**src/cca_defines.svh**
```systemverilog
// constants for the clear-channel alarm control block
// Summary of operation
// - Transmit control and receive registers repeat per port, same offset in each page.
// - Transmit AIS bit 0 passes normal data; 1 forces the outgoing stream to ones.
// - Transmit AIS is forced by the control bit OR the transmit-AIS input pin.
// - Manual downstream AIS bit 12 at 1 inserts AIS into downstream receive data.
// - Auto AIS disable bit 11 at 0 lets signal absence insert downstream AIS.
// - Live bit 8 reads 1 while the framer reports unframed all ones.
// - Live bit 0 follows the level of the signal-absent input pin.
// - Latched bit 8 sets on any change of the live unframed-all-ones bit.
// - Latched bit 0 sets on any change of the live signal-absent bit.
// - Latched unframed-all-ones bit with its enable set raises the interrupt.
// - Latched signal-absent bit with its enable set raises the interrupt.
`ifndef CCA_DEFINES_SVH
`define CCA_DEFINES_SVH

`define CCA_NUM_PORTS       4
`define CCA_ADR_W           11
`define CCA_PAGE_BIT        8
`define CCA_PORT_LSB        9
`define CCA_PORT_MSB        10

`define CCA_OFF_TX_CTRL     8'h18
`define CCA_OFF_RX_CTRL     8'h20
`define CCA_OFF_RX_LIVE     8'h24
`define CCA_OFF_RX_LATCHED  8'h28
`define CCA_OFF_RX_IRQ_EN   8'h2C

`define CCA_TX_AIS_BIT      0
`define CCA_MAN_AIS_BIT     12
`define CCA_AUTO_DIS_BIT    11
`define CCA_UA1_BIT         8
`define CCA_SA_BIT          0

`define CCA_REG_RESET       16'h0000

`endif

```
**src/cca_pkg.sv**
```systemverilog
// types shared by the clear-channel alarm control modules
package cca_pkg;

  typedef enum logic [2:0] {
    CCA_REG_NONE       = 3'h0,
    CCA_REG_TX_CTRL    = 3'h1,
    CCA_REG_RX_CTRL    = 3'h3,
    CCA_REG_RX_LIVE    = 3'h2,
    CCA_REG_RX_LATCHED = 3'h6,
    CCA_REG_RX_IRQ_EN  = 3'h7
  } cca_reg_t;

endpackage

```
**src/cca_path_if.sv**
```systemverilog
// per-port signals between the register core and the stream path
`timescale 1ns/1ns
interface cca_path_if;
  logic tx_line;
  logic tx_force;
  logic tx_out;
  logic rx_line;
  logic rx_force;
  logic rx_out;
  logic ais_active;

  modport ctl (
    output tx_line,
    output tx_force,
    output rx_line,
    output rx_force,
    input  tx_out,
    input  rx_out,
    input  ais_active
  );

  modport path (
    input  tx_line,
    input  tx_force,
    input  rx_line,
    input  rx_force,
    output tx_out,
    output rx_out,
    output ais_active
  );
endinterface

```
**src/cca_stream_path.sv**
```systemverilog
// per-port clear-channel stream path with AIS forcing
`timescale 1ns/1ns
module cca_stream_path (
  input wire logic clk,
  input wire logic rst,
  cca_path_if.path pif
);

  logic tx_out_q;
  logic rx_out_q;
  logic ais_q;

  // one register stage on both streams so force and data line up
  always_ff @(posedge clk) begin
    if (rst) begin
      tx_out_q <= 1'b0;
    end else begin
      tx_out_q <= pif.tx_force ? 1'b1 : pif.tx_line;
    end
  end

  always_ff @(posedge clk) begin
    if (rst) begin
      rx_out_q <= 1'b0;
      ais_q    <= 1'b0;
    end else begin
      rx_out_q <= pif.rx_force ? 1'b1 : pif.rx_line;
      ais_q    <= pif.rx_force;
    end
  end

  assign pif.tx_out     = tx_out_q;
  assign pif.rx_out     = rx_out_q;
  assign pif.ais_active = ais_q;

endmodule

```
**src/cca_top.sv**
```systemverilog
// clear-channel alarm control: register pages, status latching and AIS control
`timescale 1ns/1ns
`include "cca_defines.svh"
module cca_top (
  input  wire logic                       CORE_CLK,
  input  wire logic                       RST,
  input  wire logic [`CCA_ADR_W-1:0]      ADR_I,
  input  wire logic [31:0]                DAT_I,
  output logic      [31:0]                DAT_O,
  input  wire logic                       WE_I,
  input  wire logic [3:0]                 SEL_I,
  input  wire logic                       CYC_I,
  input  wire logic                       STB_I,
  output logic                            ACK_O,
  input  wire logic [`CCA_NUM_PORTS-1:0]  TX_DATA_IN,
  input  wire logic [`CCA_NUM_PORTS-1:0]  TX_AIS_PIN,
  output logic      [`CCA_NUM_PORTS-1:0]  TX_DATA_OUT,
  input  wire logic [`CCA_NUM_PORTS-1:0]  RX_DATA_IN,
  input  wire logic [`CCA_NUM_PORTS-1:0]  RX_UNFRAMED_ALL_ONES,
  input  wire logic [`CCA_NUM_PORTS-1:0]  SIGNAL_ABSENT_PIN,
  output logic      [`CCA_NUM_PORTS-1:0]  RX_DATA_OUT,
  output logic      [`CCA_NUM_PORTS-1:0]  DOWNSTREAM_AIS,
  output logic                            IRQ
);

  localparam int NP = `CCA_NUM_PORTS;

  logic          ack_q;
  logic [31:0]   dat_q;
  logic          irq_q;
  logic [NP-1:0] tx_ais_q;
  logic [NP-1:0] man_ais_q;
  logic [NP-1:0] auto_dis_q;
  logic [NP-1:0] ua1_live_q;
  logic [NP-1:0] sa_live_q;
  logic [NP-1:0] ua1_lat_q;
  logic [NP-1:0] sa_lat_q;
  logic [NP-1:0] ua1_ie_q;
  logic [NP-1:0] sa_ie_q;
  logic [NP-1:0] ua1_lat_d;
  logic [NP-1:0] sa_lat_d;

  logic              req;
  logic              take;
  logic              page_ok;
  logic [1:0]        port_sel;
  cca_pkg::cca_reg_t reg_sel;
  logic [15:0]       wmask;
  logic [15:0]       wbits;

  // register select from the low byte of the address within a port page
  function automatic cca_pkg::cca_reg_t reg_decode(input logic [7:0] off);
    cca_pkg::cca_reg_t r;
    r = cca_pkg::CCA_REG_NONE;
    unique case (off)
      `CCA_OFF_TX_CTRL:    r = cca_pkg::CCA_REG_TX_CTRL;
      `CCA_OFF_RX_CTRL:    r = cca_pkg::CCA_REG_RX_CTRL;
      `CCA_OFF_RX_LIVE:    r = cca_pkg::CCA_REG_RX_LIVE;
      `CCA_OFF_RX_LATCHED: r = cca_pkg::CCA_REG_RX_LATCHED;
      `CCA_OFF_RX_IRQ_EN:  r = cca_pkg::CCA_REG_RX_IRQ_EN;
      default:             r = cca_pkg::CCA_REG_NONE;
    endcase
    return r;
  endfunction

  // places one live/latched/enable pair into the status layout
  function automatic logic [15:0] status_word(input logic ua1, input logic sa);
    logic [15:0] w;
    w = `CCA_REG_RESET;
    w[`CCA_UA1_BIT] = ua1;
    w[`CCA_SA_BIT]  = sa;
    return w;
  endfunction

  // true when a write of this cycle targets register r of port p
  function automatic logic wr_hit(input cca_pkg::cca_reg_t r, input int p);
    return take && WE_I && page_ok && (reg_sel == r) && (port_sel == p[1:0]);
  endfunction

  assign req      = CYC_I & STB_I;
  // writes and latched clears act only at the edge that sees ack
  assign take     = req & ack_q;
  assign page_ok  = ADR_I[`CCA_PAGE_BIT];
  assign port_sel = ADR_I[`CCA_PORT_MSB:`CCA_PORT_LSB];
  assign reg_sel  = reg_decode({ADR_I[7:2], 2'b00});
  assign wmask    = {{8{SEL_I[1]}}, {8{SEL_I[0]}}};
  assign wbits    = DAT_I[15:0] & wmask;

  // one wait state per access, ack drops the cycle after it is given
  always_ff @(posedge CORE_CLK) begin
    if (RST) begin
      ack_q <= 1'b0;
    end else begin
      ack_q <= req & ~ack_q;
    end
  end

  // read data is captured as ack rises; unmapped offsets read zero
  always_ff @(posedge CORE_CLK) begin
    if (RST) begin
      dat_q <= 32'h0000_0000;
    end else if (req && !ack_q) begin
      dat_q <= 32'h0000_0000;
      if (page_ok) begin
        unique case (reg_sel)
          cca_pkg::CCA_REG_TX_CTRL: begin
            dat_q[`CCA_TX_AIS_BIT] <= tx_ais_q[port_sel];
          end
          cca_pkg::CCA_REG_RX_CTRL: begin
            dat_q[`CCA_MAN_AIS_BIT]  <= man_ais_q[port_sel];
            dat_q[`CCA_AUTO_DIS_BIT] <= auto_dis_q[port_sel];
          end
          cca_pkg::CCA_REG_RX_LIVE: begin
            dat_q[15:0] <= status_word(ua1_live_q[port_sel], sa_live_q[port_sel]);
          end
          cca_pkg::CCA_REG_RX_LATCHED: begin
            dat_q[15:0] <= status_word(ua1_lat_q[port_sel], sa_lat_q[port_sel]);
          end
          cca_pkg::CCA_REG_RX_IRQ_EN: begin
            dat_q[15:0] <= status_word(ua1_ie_q[port_sel], sa_ie_q[port_sel]);
          end
          cca_pkg::CCA_REG_NONE: begin
            dat_q <= 32'h0000_0000;
          end
        endcase
      end
    end
  end

  assign ACK_O = ack_q;
  assign DAT_O = dat_q;

  // transmit control, one copy per port
  always_ff @(posedge CORE_CLK) begin
    if (RST) begin
      tx_ais_q <= '0;
    end else begin
      for (int i = 0; i < NP; i++) begin
        if (wr_hit(cca_pkg::CCA_REG_TX_CTRL, i) && SEL_I[0]) begin
          tx_ais_q[i] <= DAT_I[`CCA_TX_AIS_BIT];
        end
      end
    end
  end

  // receive control; both bits live in byte lane 1
  always_ff @(posedge CORE_CLK) begin
    if (RST) begin
      man_ais_q  <= '0;
      auto_dis_q <= '0;
    end else begin
      for (int i = 0; i < NP; i++) begin
        if (wr_hit(cca_pkg::CCA_REG_RX_CTRL, i) && SEL_I[1]) begin
          man_ais_q[i]  <= DAT_I[`CCA_MAN_AIS_BIT];
          auto_dis_q[i] <= DAT_I[`CCA_AUTO_DIS_BIT];
        end
      end
    end
  end

  // interrupt enables
  always_ff @(posedge CORE_CLK) begin
    if (RST) begin
      ua1_ie_q <= '0;
      sa_ie_q  <= '0;
    end else begin
      for (int i = 0; i < NP; i++) begin
        if (wr_hit(cca_pkg::CCA_REG_RX_IRQ_EN, i)) begin
          if (SEL_I[1]) begin
            ua1_ie_q[i] <= DAT_I[`CCA_UA1_BIT];
          end
          if (SEL_I[0]) begin
            sa_ie_q[i] <= DAT_I[`CCA_SA_BIT];
          end
        end
      end
    end
  end

  // live status samples the framer flag and the pin every cycle
  always_ff @(posedge CORE_CLK) begin
    if (RST) begin
      ua1_live_q <= '0;
      sa_live_q  <= '0;
    end else begin
      ua1_live_q <= RX_UNFRAMED_ALL_ONES;
      sa_live_q  <= SIGNAL_ABSENT_PIN;
    end
  end

  // a change is seen as the input differing from its live copy, so the
  // latched bit sets in the same edge as the live bit moves
  always_comb begin
    for (int i = 0; i < NP; i++) begin
      ua1_lat_d[i] = ua1_lat_q[i];
      sa_lat_d[i]  = sa_lat_q[i];
      if (wr_hit(cca_pkg::CCA_REG_RX_LATCHED, i)) begin
        ua1_lat_d[i] = ua1_lat_q[i] & ~wbits[`CCA_UA1_BIT];
        sa_lat_d[i]  = sa_lat_q[i] & ~wbits[`CCA_SA_BIT];
      end
      if (RX_UNFRAMED_ALL_ONES[i] != ua1_live_q[i]) begin
        ua1_lat_d[i] = 1'b1;
      end
      if (SIGNAL_ABSENT_PIN[i] != sa_live_q[i]) begin
        sa_lat_d[i] = 1'b1;
      end
    end
  end

  always_ff @(posedge CORE_CLK) begin
    if (RST) begin
      ua1_lat_q <= '0;
      sa_lat_q  <= '0;
    end else begin
      ua1_lat_q <= ua1_lat_d;
      sa_lat_q  <= sa_lat_d;
    end
  end

  // level interrupt, registered to keep the output glitch free
  always_ff @(posedge CORE_CLK) begin
    if (RST) begin
      irq_q <= 1'b0;
    end else begin
      irq_q <= |((ua1_lat_q & ua1_ie_q) | (sa_lat_q & sa_ie_q));
    end
  end

  assign IRQ = irq_q;

  for (genvar gi = 0; gi < NP; gi++) begin : g_port
    cca_path_if pif ();

    assign pif.tx_line  = TX_DATA_IN[gi];
    assign pif.tx_force = tx_ais_q[gi] | TX_AIS_PIN[gi];
    assign pif.rx_line  = RX_DATA_IN[gi];
    // pin used directly: insertion starts without waiting for the live copy
    assign pif.rx_force = man_ais_q[gi] | (~auto_dis_q[gi] & SIGNAL_ABSENT_PIN[gi]);

    cca_stream_path cca_stream_path_inst (
      .clk (CORE_CLK),
      .rst (RST),
      .pif (pif.path)
    );

    assign TX_DATA_OUT[gi]    = pif.tx_out;
    assign RX_DATA_OUT[gi]    = pif.rx_out;
    assign DOWNSTREAM_AIS[gi] = pif.ais_active;
  end

endmodule

```
**config.mk**
```make
export PLATFORM = sky130hd
export DESIGN_NAME = cca_top
export DESIGN_NICKNAME = d
export VERILOG_FILES = /design/src/cca_pkg.sv /design/src/cca_path_if.sv /design/src/cca_stream_path.sv /design/src/cca_top.sv
export VERILOG_INCLUDE_DIRS = /design/src
export SDC_FILE = /design/constraint.sdc
export NUM_CORES = 1
export LEC_CHECK = 0
export ABC_AREA = 0
export BUFFER_PORTS_ARGS = -buffer_cell sky130_fd_sc_hd__buf_2
export CAP_MARGIN = 20
export CORE_ASPECT_RATIO = 1.4
export CORE_MARGIN = 2
export CORE_UTILIZATION = 43
export DETAILED_ROUTE_END_ITERATION = 6
export PLACE_DENSITY = 0.76
export SYNTH_ARGS = -nofsm -noshare
export SYNTH_HDL_FRONTEND = slang
export SYNTH_SLANG_ARGS = --single-unit
```
**constraint.sdc**
```tcl
create_clock -name CORE_CLK -period 1.3 [get_ports CORE_CLK]
set_input_delay 0.13 -clock CORE_CLK [delete_from_list [all_inputs] [get_ports CORE_CLK]]
set_output_delay 0.13 -clock CORE_CLK [all_outputs]
set_load 0.1 [all_outputs]
```
### Word-level counts from Yosys, hierarchy flattened

Cells that the tools add are included.
W data, S select, Z words.

| storage, ports and cells | value |
|---|---|
| output and inout port bits | 46 |
| bits in registers | 82 |
| input port bits | 72 |

| cells by class | value |
|---|---|
| bitwise gates (word level) | 34 |
| reduce and logical (&&, ||, !) cells | 50 |
| order comparisons | 1 |
| muxes and demuxes | 47 |
| eq/ne operators | 21 |

Operators by type and width:

| kind | count |
|---|---|
| $mux W1 | 33 |
| $logic_and A1 B1 Y1 | 31 |
| $eq A6 B4 Y1 const B | 4 |
| $pmux W8 S3 | 1 |
| $bmux W1 S2 | 9 |
| $reduce_and A2 Y1 | 8 |
| $reduce_bool A2 Y1 | 8 |
| $and A1 B1 Y1 | 15 |
| $pmux W3 S5 | 1 |
| $mux W13 | 1 |
| $and A9 B9 Y9 | 1 |
| $and A4 B4 Y4 | 2 |
| $ne A1 B1 Y1 | 8 |
| $or A1 B1 Y1 | 8 |
| $not A1 Y1 | 7 |
| $eq A3 B2 Y1 const B | 2 |
| $eq A3 B3 Y1 const B | 2 |
| $eq A6 B3 Y1 const B | 1 |
| $eq A2 B2 Y1 const B | 2 |
| $or A4 B4 Y4 | 1 |
| $pmux W1 S4 | 1 |
| $reduce_or A4 Y1 | 1 |
| $eq A3 B1 Y1 const B | 1 |
| $lt A2 B3 Y1 const B | 1 |
| other kinds (4) | 4 |

### Longest topological paths before layout

| depth | value |
|---|---|
| depth in word-level cells | 8 |
| mapped depth | 6 |

### Modules after synthesis

A second synthesis with hierarchy kept.

| unflattened totals | value |
|---|---|
| cells, all modules | 273 |
| area, all modules | 2695.1 um2 |

By module, submodules not included:

| module | cells each | times used | area each (um2) | sequential area each (um2) |
|---|---|---|---|---|
| cca_top | 249 | 1 | 2339.7 | 840.8 |
| cca_stream_path | 6 | 4 | 88.8 | 60.1 |

### Least setup slack after synthesis

Ideal clock, no wire load.

| timing | value |
|---|---|
| path kind | register to register |
| start | reg ack_q, in the netlist ACK_O |
| end | reg tx_ais_q[1] |
| arrival | 2.023 ns |
| buffers on the path | 0 |
| path slack | -0.850 ns |
| cell stages (with the launch flop) | 6 |
| period minus slack after synthesis | 2.150 ns |
| library setup time | 0.128 ns |
| path through | dfxtp_1 > and4_1 > nand3_2 > nor3_1 > mux2i_1 > nor2_1 |

| between the ends | value |
|---|---|
| word-level cells in the longest chain between the ends | 6 |

RTL lines:

| item | line | source |
|---|---|---|
| start: declaration | cca_top.sv:28 | `logic ack_q;` |
| start signal: assignment | cca_top.sv:94 | `ack_q <= req & ~ack_q;` |
| $and A1 B1 Y1 | cca_top.sv:82 | `assign take = req & ack_q;` |
| $logic_and A1 B1 Y1 (4 in series) | cca_top.sv:77 | `return take && WE_I && page_ok && (reg_sel == r) && (port_sel == p[1:0]);` |
| $logic_and A1 B1 Y1 | cca_top.sv:139 | `if (wr_hit(cca_pkg::CCA_REG_TX_CTRL, i) && SEL_I[0]) begin` |
| end signal: indexed assignment | cca_top.sv:140 | `` tx_ais_q[i] <= DAT_I[`CCA_TX_AIS_BIT]; `` |
| end: declaration | cca_top.sv:31 | `logic [NP-1:0] tx_ais_q;` |

Every way passes these cells.
A chain may end at the register's enable or synchronous reset.

### Worst setup path in the final report

| timing | value |
|---|---|
| start | reg ack_q, in the netlist ACK_O |
| end | reg man_ais_q[0] |

| between the ends | value |
|---|---|
| word-level cells in the longest chain between the ends | 6 |

RTL lines:

| item | line | source |
|---|---|---|
| $and A1 B1 Y1 | cca_top.sv:82 |  |
| $logic_and A1 B1 Y1 (4 in series) | cca_top.sv:77 |  |
| $logic_and A1 B1 Y1 | cca_top.sv:153 | `if (wr_hit(cca_pkg::CCA_REG_RX_CTRL, i) && SEL_I[1]) begin` |
| end signal: indexed assignment | cca_top.sv:154 | `` man_ais_q[i] <= DAT_I[`CCA_MAN_AIS_BIT]; `` |
| end: declaration | cca_top.sv:32 | `logic [NP-1:0] man_ais_q;` |

Every way passes these cells.

==> qor.csv <==
metric,value,unit
Routed Antenna Nets,0,
gpl congestion,0.853,
async set-reset flop share out of synthesis,0,%
status,"finished, violations left",
first-pass GRT wire length,9400,um
Fmax achieved,673,MHz
largest net degree at the start of global routing,23,
failing checks,setup timing,
Comb pwr share,26.1,%
RSZ-0062 raised after global routing,yes,
cell count after synthesis,282,
P_sw,1.34,mW
vias per cell,5.01,
Worst VDD drop,0.000552,V
worst path arrival time,1.69,ns
Die Wd,72.1,um
depth of the worst register-to-register path,6,
hpwl dp,4610,um
initial drt markers,102,
"CP delay by family, top",simple AND/OR/NAND/NOR gates,
Mapped Avg Cell Area,9.89,um2
Starting Density,44.6,%
ranking of synthesized cells by area,"dfxtp_1 39%, buf_4 11%, mux2i_1 8.6%",
Routed WL,6210,um
clk sinks,54,
Cell Int Power,2.31,mW
First-pass DRT Iterations,4,
Die Ht,99.3,um
"Seq/Total Area, Yosys",38.7,%
core box area,6250,um2
TritonCTS clock tree,yes,
PwrDens,1070,nW/um2
Sequential Power Share,47.8,%
share of cells above drive strength 1,40.1,%
Unique masters post-synth,35,
CP max-delay cell,dfxtp_4,
Final Critical Period,1.49,ns
r2r setup slk,-0.19,ns
Ant. Diodes,0,
Total GRT Usage,16.9,%
cts bufs inserted,5,
"Reg clk slew, reported paths",0.10,ns
Root Buffer,clkbuf_8,
Synth Register Bits,54,
Placed Instances,416,
critical path type,flip-flop to flip-flop,
min-delay worst type,input port to flip-flop,
hold_sp,TX_DATA_IN[2],
# port buffers,57,
crit-path max FO,4,
"top cells by count, synth","54 x dfxtp_1, 41 x buf_4, 32 x nor2_1, 24 x mux2i_1, 19 x a21oi_1",
crit share post-route,114,%
# nets final,428,
Die Footprint,7160,um2
antenna violations before repair,0,
maximum single-stage delay on the critical path,0.36,ns
skew final,0.0131,ns
clock share of power,26.1,%
Synth area leader,dfxtp_1,
Min-Delay Endpoint,g_port[2].cca_stream_path_inst.pif.tx_out$_SDFF_PP0_,
htree depth,2,
post-synth top area share,38.7,%
P_leak,1.49,nW
final setup violation count,20,
Clock Latency Late Sink,0.31,ns
DRC,0,
# IOs,118,
Buf/Inv on CP,1,
Critical Path Start Type,flip-flop,
area grow syn2layout,22.1,%
via count,2150,
GRT Residual Overflow,0,
sw frac,36.8,%
DR WL/cell,14.5,um
worst reg2reg path startpoint,ACK_O$_SDFF_PP0_,
setup tns final,-1.99,ns
most instantiated library cell after synthesis,dfxtp_1,
Syn Std Cell Area,2790,um2
CTS Hold Bufs,0,
clock buffer depth,2,
MaxCap Viol Count,0,
Post-synth EDFFs,0,
vias in the first global route,2018,
CP Cell Sequence,and4_4 -> nand3_4 -> buf_12 -> nor3_4 -> mux2i_1 -> nor2_1,
Final WS setup,-0.185,ns
non-filler instance count after layout,429,
Ys Warns,0,
Required @ worst endpoint,1.51,ns
final hold slack,0.0136,ns
r2r endpoint,man_ais_q[0]$_SDFFE_PP0P_,
"Hold Violations, Final",0,
hold path cells,3,
Rows,34,
Worst setup EP type,flip-flop,
Slew Limit Fails,0,
Main synth FF type,dfxtp_1,
[cell type report]
type                       count  area [um2]
clock buffer                   5        68.8
clock inverter                 3        21.3
fill                         551        2850
inverter                       8        30.0
multi-input combinational    196        1530
sequential                    54        1090
tap                           72        90.1
timing repair buffer          91         581
[layer usage]
| metal | global-route usage [%] | up-vias | routed length [um] |
|---|---|---|---|
| li1 | - | 1056 | - |
| met1 | 18.4 | 1004 | 2460 |
| met2 | 32.0 | 81 | 3320 |
| met3 | 2.33 | 9 | 295 |
| met4 | 6.68 | 0 | 136 |
| met5 | 0 | - | 0 |
[power by group through the flow]
stage	sequential [mW]	combinational, mW	clock [mW]
after floorplan	1.78	0.813	0
after global routing	1.75	0.993	1.03
after detailed placement	1.78	0.925	0
after CTS	1.74	0.935	0.968
final	1.75	0.952	0.952
after global placement	1.78	0.914	0
[worst max-delay path by stage]
stage	cells past startpoint	to	slack (ns)	start
2_1_floorplan	5	auto_dis_q[2]$_SDFFE_PP0P_	-0.25	ACK_O$_SDFF_PP0_
3_3_place_gp	7	ua1_ie_q[0]$_SDFFE_PP0P_	-0.18	ADR_I[7]
3_5_place_dp	6	DAT_O[8]$_SDFFE_PP0P_	-0.20	ADR_I[9]
4_1_cts	6	man_ais_q[0]$_SDFFE_PP0P_	-0.16	ACK_O$_SDFF_PP0_
5_1_grt	6	man_ais_q[0]$_SDFFE_PP0P_	-0.25	ACK_O$_SDFF_PP0_
6_report	6	man_ais_q[0]$_SDFFE_PP0P_	-0.19	ACK_O$_SDFF_PP0_
[what timing repair did]
item	CTS	global route
resized for setup	12	17
setup endpoints to repair	19	30
pin swaps	5	8
cloned	0	0
buffers inserted	2	3
[placed cells by master, fill, tap and decap left out, types with 2 or more instances in the layout]
master,n
mux2i_1,24
a22oi_1,4
xnor2_1,8
nand2_1,7
dfxtp_1,49
buf_2,56
mux4_2,4
buf_12,3
nand3_1,3
and3_1,3
nand3_4,5
nor3_2,7
nand4_1,2
a21oi_1,19
nand3b_1,4
mux4_1,4
o21ai_2,7
conb_1,28
clkbuf_8,5
inv_1,8
buf_4,32
nor3_4,9
nor2b_1,8
nor2_1,31
nand2b_1,3
nor3_1,4
dfxtp_2,4
or2_2,2
[worst min-delay path, cell delays in order]
cell	delay, ns
buf_2	0.07
nor3_1	0.03
nor2_1	0.06
[cell families (layout without fill, tap and decap cells)]
family,Yosys count,count (layout),synth area share [%]
AO/OA/AOI/OAI,34,34,6.77
XOR/XNOR,8,8,2.51
buffers and inverters,59,107,14.6
flip-flops,54,54,38.7
multiplexers,32,32,16.0
other,1,28,0.134
AND/OR/NAND/NOR,94,94,21.3
[per-stage QoR]
step / power (mW) / util [%] / instance area (um2) / setup WS, ns
after floorplan: 2.60 / - / 2950 / -0.252
after global placement: 2.69 / 50.8 / 3180 / -0.177
after detailed placement: 2.71 / 50.8 / 3180 / -0.199
after CTS: 3.65 / 53.5 / 3350 / -0.163
after global routing: 3.77 / 54.5 / 3410 / -0.246
final: 3.65 / 54.5 / 3410 / -0.185
Note: power is estimated with default switching activity, not from simulation.
